`config.mk`:
```
export PLATFORM = sky130hd
export DESIGN_NAME = nfpi_host
export DESIGN_NICKNAME = d
export VERILOG_FILES = /design/src/pkg/nfpi_pkg.sv /design/src/hdl/nfpi_fifo.sv /design/src/hdl/nfpi_host.sv
export SDC_FILE = /design/constraint.sdc
export NUM_CORES = 1
export LEC_CHECK = 0
export BUFFER_PORTS_ARGS = -buffer_cell sky130_fd_sc_hd__clkbuf_2
export CORE_UTILIZATION = 40
export DETAILED_ROUTE_END_ITERATION = 12
export SLEW_MARGIN = 20
export SYNTH_ARGS = -nofsm -noshare
export SYNTH_HDL_FRONTEND = slang
export SYNTH_SLANG_ARGS = --single-unit
```
`constraint.sdc`:
```
create_clock -name i_clk -period 5.2 [get_ports i_clk]
set_input_delay 1.04 -clock i_clk [delete_from_list [all_inputs] [get_ports i_clk]]
set_output_delay 1.04 -clock i_clk [all_outputs]
set_load 0.1 [all_outputs]
```
`src/pkg/nfpi_pkg.sv`:
```
// package: nand pin controller constants and types
package nfpi_pkg;
  localparam int unsigned NFPI_CLK_HZ = 25_000_000;
  localparam int unsigned NFPI_RECOVERY_US = 10;
  localparam int unsigned NFPI_RECOVERY_CYC =
    (NFPI_RECOVERY_US * (NFPI_CLK_HZ / 1_000_000));
  localparam int unsigned NFPI_STROBE_CYC = 2;
  localparam int unsigned NFPI_SYNC_CYC = 2;
  localparam int unsigned NFPI_PAGES_PER_BLOCK = 32;
  localparam int unsigned NFPI_MAIN_BYTES_X8 = 512;
  localparam int unsigned NFPI_HALF_PAGE_BYTES = 256;
  localparam int unsigned NFPI_SPARE_BYTES_X8 = 16;
  localparam int unsigned NFPI_MAIN_WORDS_X16 = 256;
  localparam int unsigned NFPI_SPARE_WORDS_X16 = 8;
  localparam int unsigned NFPI_ADDR_CYCLES = 4;
  localparam logic [15:0] NFPI_BUS_RST = 16'h0000;
  localparam logic [1:0] NFPI_OP_CMD = 2'h0;
  localparam logic [1:0] NFPI_OP_ADDR = 2'h1;
  localparam logic [1:0] NFPI_OP_WDATA = 2'h2;
  localparam logic [1:0] NFPI_OP_RDATA = 2'h3;
  typedef logic [1:0] nfpi_op_t;
endpackage

```
`src/hdl/nfpi_fifo.sv`:
```
// file: parameterised valid/ready fifo
`timescale 1ns/1ps
module nfpi_fifo #(
  parameter int unsigned WIDTH = 16,
  parameter int unsigned DEPTH = 16
) (
  input wire logic i_clk,
  input wire logic i_rst_n,
  input wire logic i_in_valid,
  output logic o_in_ready,
  input wire logic [WIDTH-1:0] i_in_data,
  output logic o_out_valid,
  input wire logic i_out_ready,
  output logic [WIDTH-1:0] o_out_data
);
  localparam int unsigned AW = $clog2(DEPTH);
  typedef struct packed {
    logic [AW-1:0] wr;
    logic [AW-1:0] rd;
    logic [AW:0] cnt;
  } nfpi_fifo_st_t;
  nfpi_fifo_st_t s_q, s_d;
  logic [WIDTH-1:0] mem_q [DEPTH];
  logic push, pop;

  assign o_in_ready = (s_q.cnt != (AW+1)'(DEPTH));
  assign o_out_valid = (s_q.cnt != '0);
  assign push = i_in_valid && o_in_ready;
  assign pop = o_out_valid && i_out_ready;
  assign o_out_data = mem_q[s_q.rd];

  always_comb begin
    s_d = s_q;
    if (push) begin
      s_d.wr = (s_q.wr == AW'(DEPTH-1)) ? '0 : s_q.wr + 1'b1;
    end
    if (pop) begin
      s_d.rd = (s_q.rd == AW'(DEPTH-1)) ? '0 : s_q.rd + 1'b1;
    end
    if (push && !pop) begin
      s_d.cnt = s_q.cnt + 1'b1;
    end else if (pop && !push) begin
      s_d.cnt = s_q.cnt - 1'b1;
    end
  end

  always_ff @(posedge i_clk or negedge i_rst_n) begin
    if (!i_rst_n) begin
      s_q <= '0;
    end else begin
      s_q <= s_d;
    end
  end

  always_ff @(posedge i_clk) begin
    if (push) begin
      mem_q[s_q.wr] <= i_in_data;
    end
  end
endmodule

```
`src/hdl/nfpi_host.sv`:
```
// file: host controller driving nand flash pins
`timescale 1ns/1ps
//
// Contract
// RL1 - low byte carries commands, addresses, data; device latches on write rise
// RL2 - high byte only for sixteen-bit data; commands and addresses low only
// RL3 - device floats its bus when deselected or outputs disabled
// RL4 - address latch high: each write rise captures an address byte
// RL5 - command latch high: each write rise captures a command byte
// RL6 - device selected only while chip select is low
// RL7 - chip select high during program or erase busy does not stop it
// RL8 - without tolerant option, hold chip select low through read busy
// RL9 - tolerant option: chip select high in read busy does not abort
// RL10 - each read strobe fall presents next word, column advances one
// RL11 - host waits 10 us recovery after power-up before any command
// RL12 - device holds ready/busy low during power recovery
// RL13 - host keeps write strobe high during power recovery
// RL14 - write protect low: device refuses program and erase
// RL15 - host drives write protect low during power transitions
// RL16 - ready/busy low while operation runs, high when done
// RL17 - ready/busy open drain; low means some device busy
// RL18 - erase block holds 32 pages
// RL19 - eight-bit page: two 256-byte halves plus 16 spare bytes
// RL20 - sixteen-bit page: 256 main words plus 8 spare words
// RL21 - command needs select low, cmd latch high, addr latch low, read high
// RL22 - 512-Mbit and 1-Gbit take four address cycles
// RL23 - read data leaves one word per read cycle, both latches low
// RL24 - never both latches together; read high while pulsing write
module nfpi_host
  import nfpi_pkg::*;
#(
  parameter int unsigned BUS_W = 16,
  parameter int unsigned FIFO_DEPTH = 16,
  parameter int unsigned RECOVERY_CYC = NFPI_RECOVERY_CYC,
  parameter bit CS_TOLERANT = 1'b0
) (
  input wire logic i_clk,
  input wire logic i_rst_n,
  input wire logic i_req_valid,
  output logic o_req_ready,
  input wire logic [1:0] i_req_op,
  input wire logic [BUS_W-1:0] i_req_data,
  input wire logic i_req_last,
  input wire logic i_wp_release,
  output logic o_rd_valid,
  input wire logic i_rd_ready,
  output logic [BUS_W-1:0] o_rd_data,
  output logic o_busy,
  output logic o_powered_ready,
  output logic o_cs_n,
  output logic o_cmd_latch_strobe,
  output logic o_addr_latch_strobe,
  output logic o_we_n,
  output logic o_re_n,
  output logic o_wp_n,
  input wire logic [BUS_W-1:0] i_bus,
  output logic [BUS_W-1:0] o_bus,
  output logic o_bus_oe,
  input wire logic i_ready_busy_od
);
  typedef enum logic [2:0] {
    ST_RECOVER = 3'b000,
    ST_IDLE = 3'b001,
    ST_SETUP = 3'b010,
    ST_STROBE = 3'b011,
    ST_HOLD = 3'b100,
    ST_WAIT_BUSY = 3'b101
  } nfpi_state_t;

  localparam int unsigned CW = $clog2(RECOVERY_CYC + 1);
  // words per page including spare
  localparam int unsigned PAGE_W = (BUS_W == 16) ?
    (NFPI_MAIN_WORDS_X16 + NFPI_SPARE_WORDS_X16) :
    (2 * NFPI_HALF_PAGE_BYTES + NFPI_SPARE_BYTES_X8);
  localparam int unsigned COLW = $clog2(PAGE_W);
  localparam int unsigned PGW = $clog2(NFPI_PAGES_PER_BLOCK);

  typedef struct packed {
    nfpi_state_t st;
    logic [CW-1:0] cnt;
    nfpi_op_t op;
    logic last;
    logic cs_n;
    logic cle;
    logic ale;
    logic we_n;
    logic re_n;
    logic wp_n;
    logic oe;
    logic [BUS_W-1:0] dout;
    logic [BUS_W-1:0] rd_word;
    logic rd_push;
    logic [1:0] acnt;
    logic [COLW-1:0] col;
    logic [PGW-1:0] pg;
    logic rb_s1;
    logic rb_s2;
    logic [BUS_W-1:0] din_s1;
    logic [BUS_W-1:0] din_s2;
    logic wp_arm;
  } nfpi_host_st_t;

  nfpi_host_st_t s_q, s_d;
  logic rst_s1_q;
  logic rst_s2_q;
  logic rst_sync_n;
  logic fifo_in_ready;
  logic rb_ready;

  // reset release through two flops
  always_ff @(posedge i_clk or negedge i_rst_n) begin
    if (!i_rst_n) begin
      rst_s1_q <= 1'b0;
      rst_s2_q <= 1'b0;
    end else begin
      rst_s1_q <= 1'b1;
      rst_s2_q <= rst_s1_q;
    end
  end
  assign rst_sync_n = rst_s2_q;
  // open-drain line low means at least one device busy
  assign rb_ready = s_q.rb_s2; // RL17

  function automatic logic op_is_write(input nfpi_op_t op);
    op_is_write = (op != NFPI_OP_RDATA);
  endfunction

  function automatic logic [BUS_W-1:0] lane_mask(input nfpi_op_t op);
    // commands and addresses use the low byte only
    lane_mask = (op == NFPI_OP_WDATA) ? '1 : BUS_W'(8'hff); // RL2
  endfunction

  function automatic logic strobe_done(input nfpi_op_t op,
                                       input logic [CW-1:0] cnt);
    // reads stay low until the synced bus shows the new word
    strobe_done = op_is_write(op) ? (cnt == CW'(NFPI_STROBE_CYC - 1))
      : (cnt == CW'(NFPI_STROBE_CYC + NFPI_SYNC_CYC - 1)); // RL10
  endfunction

  assign o_req_ready = (s_q.st == ST_IDLE) && rb_ready && fifo_in_ready;
  assign o_busy = (s_q.st != ST_IDLE) || !rb_ready;
  assign o_powered_ready = (s_q.st != ST_RECOVER);
  assign o_cs_n = s_q.cs_n;
  assign o_cmd_latch_strobe = s_q.cle;
  assign o_addr_latch_strobe = s_q.ale;
  assign o_we_n = s_q.we_n;
  assign o_re_n = s_q.re_n;
  assign o_wp_n = s_q.wp_n;
  assign o_bus = s_q.dout;
  assign o_bus_oe = s_q.oe;

  always_comb begin
    s_d = s_q;
    s_d.rd_push = 1'b0;
    s_d.rb_s1 = i_ready_busy_od;
    s_d.rb_s2 = s_q.rb_s1;
    s_d.din_s1 = i_bus;
    s_d.din_s2 = s_q.din_s1;
    unique case (s_q.st)
      ST_RECOVER: begin
        s_d.we_n = 1'b1; // RL13
        s_d.wp_n = 1'b0; // RL15
        s_d.cs_n = 1'b1;
        s_d.oe = 1'b0;
        if (s_q.cnt == CW'(RECOVERY_CYC - 1)) begin
          s_d.st = ST_IDLE; // RL11
          s_d.cnt = '0;
        end else begin
          s_d.cnt = s_q.cnt + 1'b1;
        end
      end
      ST_IDLE: begin
        if (s_q.wp_arm) begin
          s_d.wp_n = i_wp_release;
        end
        if (i_req_valid && o_req_ready) begin
          s_d.op = i_req_op;
          s_d.last = i_req_last;
          s_d.cs_n = 1'b0;
          // exclusive latch strobes
          s_d.cle = (i_req_op == NFPI_OP_CMD); // RL5 RL21 RL24
          s_d.ale = (i_req_op == NFPI_OP_ADDR); // RL4 RL22 RL24
          s_d.re_n = 1'b1; // RL24
          s_d.oe = op_is_write(i_req_op); // RL3
          s_d.dout = i_req_data & lane_mask(i_req_op); // RL1 RL2
          s_d.cnt = '0;
          s_d.st = ST_SETUP;
          if (i_req_op == NFPI_OP_CMD) begin
            s_d.acnt = '0;
          end
          if (i_req_op == NFPI_OP_ADDR) begin
            if (s_q.acnt == 2'h0) begin
              s_d.col = COLW'(i_req_data[7:0]); // RL19 RL20
            end
            if (s_q.acnt == 2'h1) begin
              s_d.pg = i_req_data[PGW-1:0]; // RL18
            end
            if (s_q.acnt != 2'h3) begin
              s_d.acnt = s_q.acnt + 1'b1; // RL22
            end
          end
        end
      end
      ST_SETUP: begin
        if (op_is_write(s_q.op)) begin
          s_d.we_n = 1'b0;
        end else begin
          s_d.re_n = 1'b0; // RL10 RL23
        end
        s_d.cnt = '0;
        s_d.st = ST_STROBE;
      end
      ST_STROBE: begin
        if (strobe_done(s_q.op, s_q.cnt)) begin
          if (op_is_write(s_q.op)) begin
            s_d.we_n = 1'b1; // RL1
          end else begin
            // sample the synchronised bus before releasing read
            s_d.rd_word = s_q.din_s2; // RL23
            s_d.rd_push = 1'b1;
            s_d.re_n = 1'b1;
          end
          s_d.cnt = '0;
          s_d.st = ST_HOLD;
        end else begin
          s_d.cnt = s_q.cnt + 1'b1;
        end
      end
      ST_HOLD: begin
        s_d.cle = 1'b0;
        s_d.ale = 1'b0;
        s_d.oe = 1'b0;
        if (s_q.last && s_q.op != NFPI_OP_RDATA) begin
          s_d.cnt = '0;
          s_d.st = ST_WAIT_BUSY;
        end else begin
          s_d.st = ST_IDLE;
        end
        if (s_q.last && s_q.op == NFPI_OP_RDATA) begin
          s_d.cs_n = 1'b1;
        end
        if (s_q.op == NFPI_OP_RDATA) begin
          if (s_q.col == COLW'(PAGE_W - 1)) begin
            // page end: device loads the next page
            s_d.col = '0; // RL19 RL20
            s_d.pg = (s_q.pg == PGW'(NFPI_PAGES_PER_BLOCK - 1)) ?
              '0 : s_q.pg + 1'b1; // RL18
            if (s_q.pg == PGW'(NFPI_PAGES_PER_BLOCK - 1)) begin
              s_d.cs_n = 1'b1; // RL18
            end else if (!s_q.last) begin
              s_d.cnt = '0;
              s_d.st = ST_WAIT_BUSY; // RL16
            end
          end else begin
            s_d.col = s_q.col + 1'b1;
          end
        end
      end
      ST_WAIT_BUSY: begin
        // select held through read busy unless device tolerates release
        s_d.cs_n = CS_TOLERANT ? 1'b1 : 1'b0; // RL8 RL9 RL7
        if (s_q.cnt != CW'(3)) begin
          s_d.cnt = s_q.cnt + 1'b1;
        end else if (rb_ready) begin
          s_d.st = ST_IDLE; // RL16
        end
      end
      default: begin
        s_d.st = ST_IDLE;
      end
    endcase
    s_d.wp_arm = (s_q.st != ST_RECOVER);
  end

  always_ff @(posedge i_clk or negedge rst_sync_n) begin
    if (!rst_sync_n) begin
      s_q.st <= ST_RECOVER;
      s_q.cnt <= '0;
      s_q.op <= NFPI_OP_CMD;
      s_q.last <= 1'b0;
      s_q.cs_n <= 1'b1;
      s_q.cle <= 1'b0;
      s_q.ale <= 1'b0;
      s_q.we_n <= 1'b1;
      s_q.re_n <= 1'b1;
      s_q.wp_n <= 1'b0;
      s_q.oe <= 1'b0;
      s_q.dout <= BUS_W'(NFPI_BUS_RST);
      s_q.rd_word <= '0;
      s_q.rd_push <= 1'b0;
      s_q.acnt <= '0;
      s_q.col <= '0;
      s_q.pg <= '0;
      s_q.rb_s1 <= 1'b0;
      s_q.rb_s2 <= 1'b0;
      s_q.din_s1 <= '0;
      s_q.din_s2 <= '0;
      s_q.wp_arm <= 1'b0;
    end else begin
      s_q.st <= s_d.st;
      s_q.cnt <= s_d.cnt;
      s_q.op <= s_d.op;
      s_q.last <= s_d.last;
      s_q.cs_n <= s_d.cs_n;
      s_q.cle <= s_d.cle;
      s_q.ale <= s_d.ale;
      s_q.we_n <= s_d.we_n;
      s_q.re_n <= s_d.re_n;
      s_q.wp_n <= s_d.wp_n;
      s_q.oe <= s_d.oe;
      s_q.dout <= s_d.dout;
      s_q.rd_word <= s_d.rd_word;
      s_q.rd_push <= s_d.rd_push;
      s_q.acnt <= s_d.acnt;
      s_q.col <= s_d.col;
      s_q.pg <= s_d.pg;
      s_q.rb_s1 <= s_d.rb_s1;
      s_q.rb_s2 <= s_d.rb_s2;
      s_q.din_s1 <= s_d.din_s1;
      s_q.din_s2 <= s_d.din_s2;
      s_q.wp_arm <= s_d.wp_arm;
    end
  end

  // read words queue toward the user
  nfpi_fifo #(
    .WIDTH(BUS_W),
    .DEPTH(FIFO_DEPTH)
  ) u_rd_fifo (
    .i_clk(i_clk),
    .i_rst_n(rst_sync_n),
    .i_in_valid(s_q.rd_push),
    .o_in_ready(fifo_in_ready),
    .i_in_data(s_q.rd_word),
    .o_out_valid(o_rd_valid),
    .i_out_ready(i_rd_ready),
    .o_out_data(o_rd_data)
  );
endmodule

```
==> summary.txt <==
Synthesis
  • XOR/XNOR Fraction of Synth Area: 0.00461
  • Synth Area in Adders: 0.0178
  • Yosys top cell by area: edfxtp_1
  • Post-synthesis sequential area ratio: 0.704
  • Post-synth EDFFs: 256
  • Area contributors post-synth: edfxtp_1 51%, dfrtp_1 19%, mux4_2 4.7%, mux2i_1 4.3%, nand2_1 2.6%
  • Mux contribution to synthesized area: 0.105
  • Post-Synth Simple-Gate Area: 0.0652
  • Commonest cells post-synth: 256 x edfxtp_1, 117 x dfrtp_1, 106 x nand2_1, 65 x mux2i_1, 54 x o21ai_0
  • Yosys warning total: 0
  • Synth Flop Type: edfxtp_1
  • Async SR Flop Fraction: 0.319
  • Synthesized area per cell: around 15 µm²
  • Synthesized net count: between 1000 and 1500
  • Most frequent cell after synthesis: edfxtp_1
  • Area share of the largest cell type after synthesis: 0.506
  • Cells after Synth: just under 1000
  • Post-synthesis cell area: about 15000 µm²
  • Compound-Gate Fraction of Synth Area: 0.0784
  • Yosys cell types: 61
  • Yosys reg bits: about 380
  • Main combinational cell family by area after synthesis: multiplexers

Worst setup path
  • Critical path's slowest cell: dfrtp_1
  • Worst setup path start: u_rd_fifo.s_q[8]
  • Critical path startpoint category: flip-flop
  • Reg2reg path depth: 11
  • Critical Path RT: between 4 and 5 ns
  • R2r startpoint: u_rd_fifo.s_q[0]
  • CP arrival: between 3 and 4 ns
  • Critical Path Sink: o_rd_data[15]
  • Internal reg-to-reg setup slack: roughly 1.9 ns
  • R2R Path End: u_rd_fifo.s_q[4]
  • Critical path class: reg -> out
  • Crit. End Element: output pin
  • CP Cell Sequence: inv_1 > a221oi_1 > a22oi_1 > nand2_1 > clkbuf_2
  • CP max stage delay: 0.94 ns
  • Critical-path maximum fanout: 20

Floorplanning
  • Core area: 37500 µm²
  • Die area: ~39000 µm²
  • IO Count: 84
  • Initial Util: 0.405
  • Die Ht: 197 µm
  • Row Count: 71
  • Die X: a little under 200 µm

Clock tree
  • Post-CTS Hold Fix Bufs: 0
  • CTS buffer count: between 40 and 50
  • Max clock buf depth: 3
  • Clock tree from TritonCTS: yes
  • Clk_lat worst skew: 0.56 ns
  • Post-CTS setup buffers: 0
  • Clock sink total: 376
  • Post-CTS sizing: 0
  • Htree depth: 2
  • Worst-path clk slew: 0.06 ns
  • Clock root buffer: clkbuf_16

Hold path
  • Hold crit path type: in -> async

Timing
  • Fin crit period: around 4.4 ns
  • Relative slew margins: 0.304
  • Clock Skews: ~0.021 ns
  • Hold Vio Cnt, Final: 0
  • Slew @ Worst Pin: between 1 and 1.5 ns
  • Setup Viol. Count Final: 0
  • Slew Viols, Final: 0
  • Max frequency: approximately 0.23 GHz
  • RSZ-0062 raised after global routing: false
  • Final worst-path setup slack: 0.830 ns
  • Setup_tns: 0 ns
  • Period utilisation layout: 0.840

Final layout
  • Seq. cell area: about 11000 µm²
  • Fillers: 3297
  • Multi-input gate area: ~4200 µm²
  • Post-route cell area: about 18000 µm²
  • NumNets Final: around 1100
  • # diodes: 0
  • P&R area growth vs syn: 15.3%
  • Layout cells sized above 1: 0.226

Drt
  • Via count: between 8000 and 9000
  • Routed length per instance: roughly 20 µm
  • Pre-antenna DRT Iters: 5
  • Via/cell ratio: around 5.3
  • Post-route ant nets: 0
  • Routed WL: between 30000 and 40000 µm
  • Initial DRC Count: between 400 and 500
  • DRC viols: 0

Placement
  • Post-detail-place hpwl: between 20000 and 25000 µm
  • Gpl congestion: approximately 0.81
  • Placed cell area: 16300 µm²
  • Place WS: between 1 and 1.5 ns
  • I/O Buffers: 83

Power
  • Total power: slightly above 10 mW
  • Peak VDD IR: ~400 µV
  • Pwr dens: 576 nW/µm²
  • Leak: between 6 and 7 nW

GRT
  • First-pass GRT wire length: between 50000 and 60000 µm
  • Vias in the first global route: ~8600
  • Total track usage: 0.173
  • Initial antenna violation count: 0
  • GR Overflow Total: 0
  • Pin count of the biggest net entering global routing: 48

Status
  • Outcome: finished clean

Run
  • Max Cap Violations: 0
sequential cells by signal, indices dropped and copies added (netlist names):
signal	count
u_rd_fifo.s_q	13
u_rd_fifo.mem_q	256
s_q	64
o_bus_oe	1
rst_s1_q	1
o_bus	16
o_re_n	1
o_addr_latch_strobe	1
o_cs_n	1
rst_s2_q	1
o_we_n	1
o_cmd_latch_strobe	1
s_d	17
rb_ready	1
o_wp_n	1
critical path: cells and delay by family, from the launching register on:
| family | cells | cell delay (ns) |
|---|---|---|
| flops | 1 | 0.94 |
| simple gates | 1 | 0.12 |
| buf+inv | 2 | 1.11 |
| compound gates | 2 | 0.59 |
routing by layer:
metal	part of all wire	wire length (µm)	global-route usage	vias to the layer above
met2	0.48	15400	0.278	221
met5	0	0	0	-
met4	0.026	846	0.0580	0
li1	-	-	-	3986
met1	0.43	13900	0.229	4288
met3	0.062	1990	0.0423	58
cell usage in the layout (no fill, tap or decap), types with 6 or more instances in the layout:
master and count:
a21oi_1 22, a221oi_1 32, a22oi_1 20, buf_4 27, clkbuf_1 12, clkbuf_16 41, clkbuf_2 83, clkinv_1 7
clkinv_2 7, dfrtp_1 115, edfxtp_1 256, ha_1 20, inv_1 21, mux2_2 20, mux2i_1 65, mux4_2 32
nand2_1 106, nand3_1 14, nor2_1 22, nor2_2 12, nor3_1 6, nor4_1 6, o211ai_1 7, o21ai_0 54
o221ai_1 6, xnor2_1 7
worst min-delay path by stage:
| stage | to | slack (ns) | cells past startpoint |
|---|---|---|---|
| after floorplan | rb_ready | 0.33 | 0 |
| after global placement | o_bus[8] | 0.31 | 0 |
| after detailed placement | o_bus[8] | 0.32 | 0 |
| after CTS | rst_s2_q | 0.24 | 1 |
| after global routing | rst_s2_q | 0.25 | 1 |
| final | rst_s2_q | 0.27 | 1 |
cells by family after synthesis:
logic type | Yosys count
flops | 376
mux | 117
compound gates | 174
simple gates | 212
buf+inv | 81
fa+ha+maj | 21
other cells | 1
xor+xnor | 8
power by group:
group	internal, mW	switching (mW)	total, mW
clock	1.61	1.13	2.74
sequential	3.52	0.413	3.93
combinational	0.933	2.49	3.42
cell type report:
| cell class | instances | share of cell area |
|---|---|---|
| sequential | 376 | 0.611 |
| multi-input combinational | 533 | 0.238 |
| clock buffer | 57 | 0.0643 |
| timing repair buffer | 112 | 0.0376 |
| tap | 511 | 0.0365 |
| clock inverter | 18 | 0.00793 |
| inverter | 21 | 0.00450 |
per-stage QoR:
stage	hold WS [ns]	cells	utilization
after detailed placement	0.317	1553	0.434
final	0.275	1628	0.467
after CTS	0.237	1628	0.467
after floorplan	0.331	990	-
after global routing	0.252	1628	0.467
after global placement	0.314	1553	0.434
No activity file was read; power rests on OpenSTA's default activity.
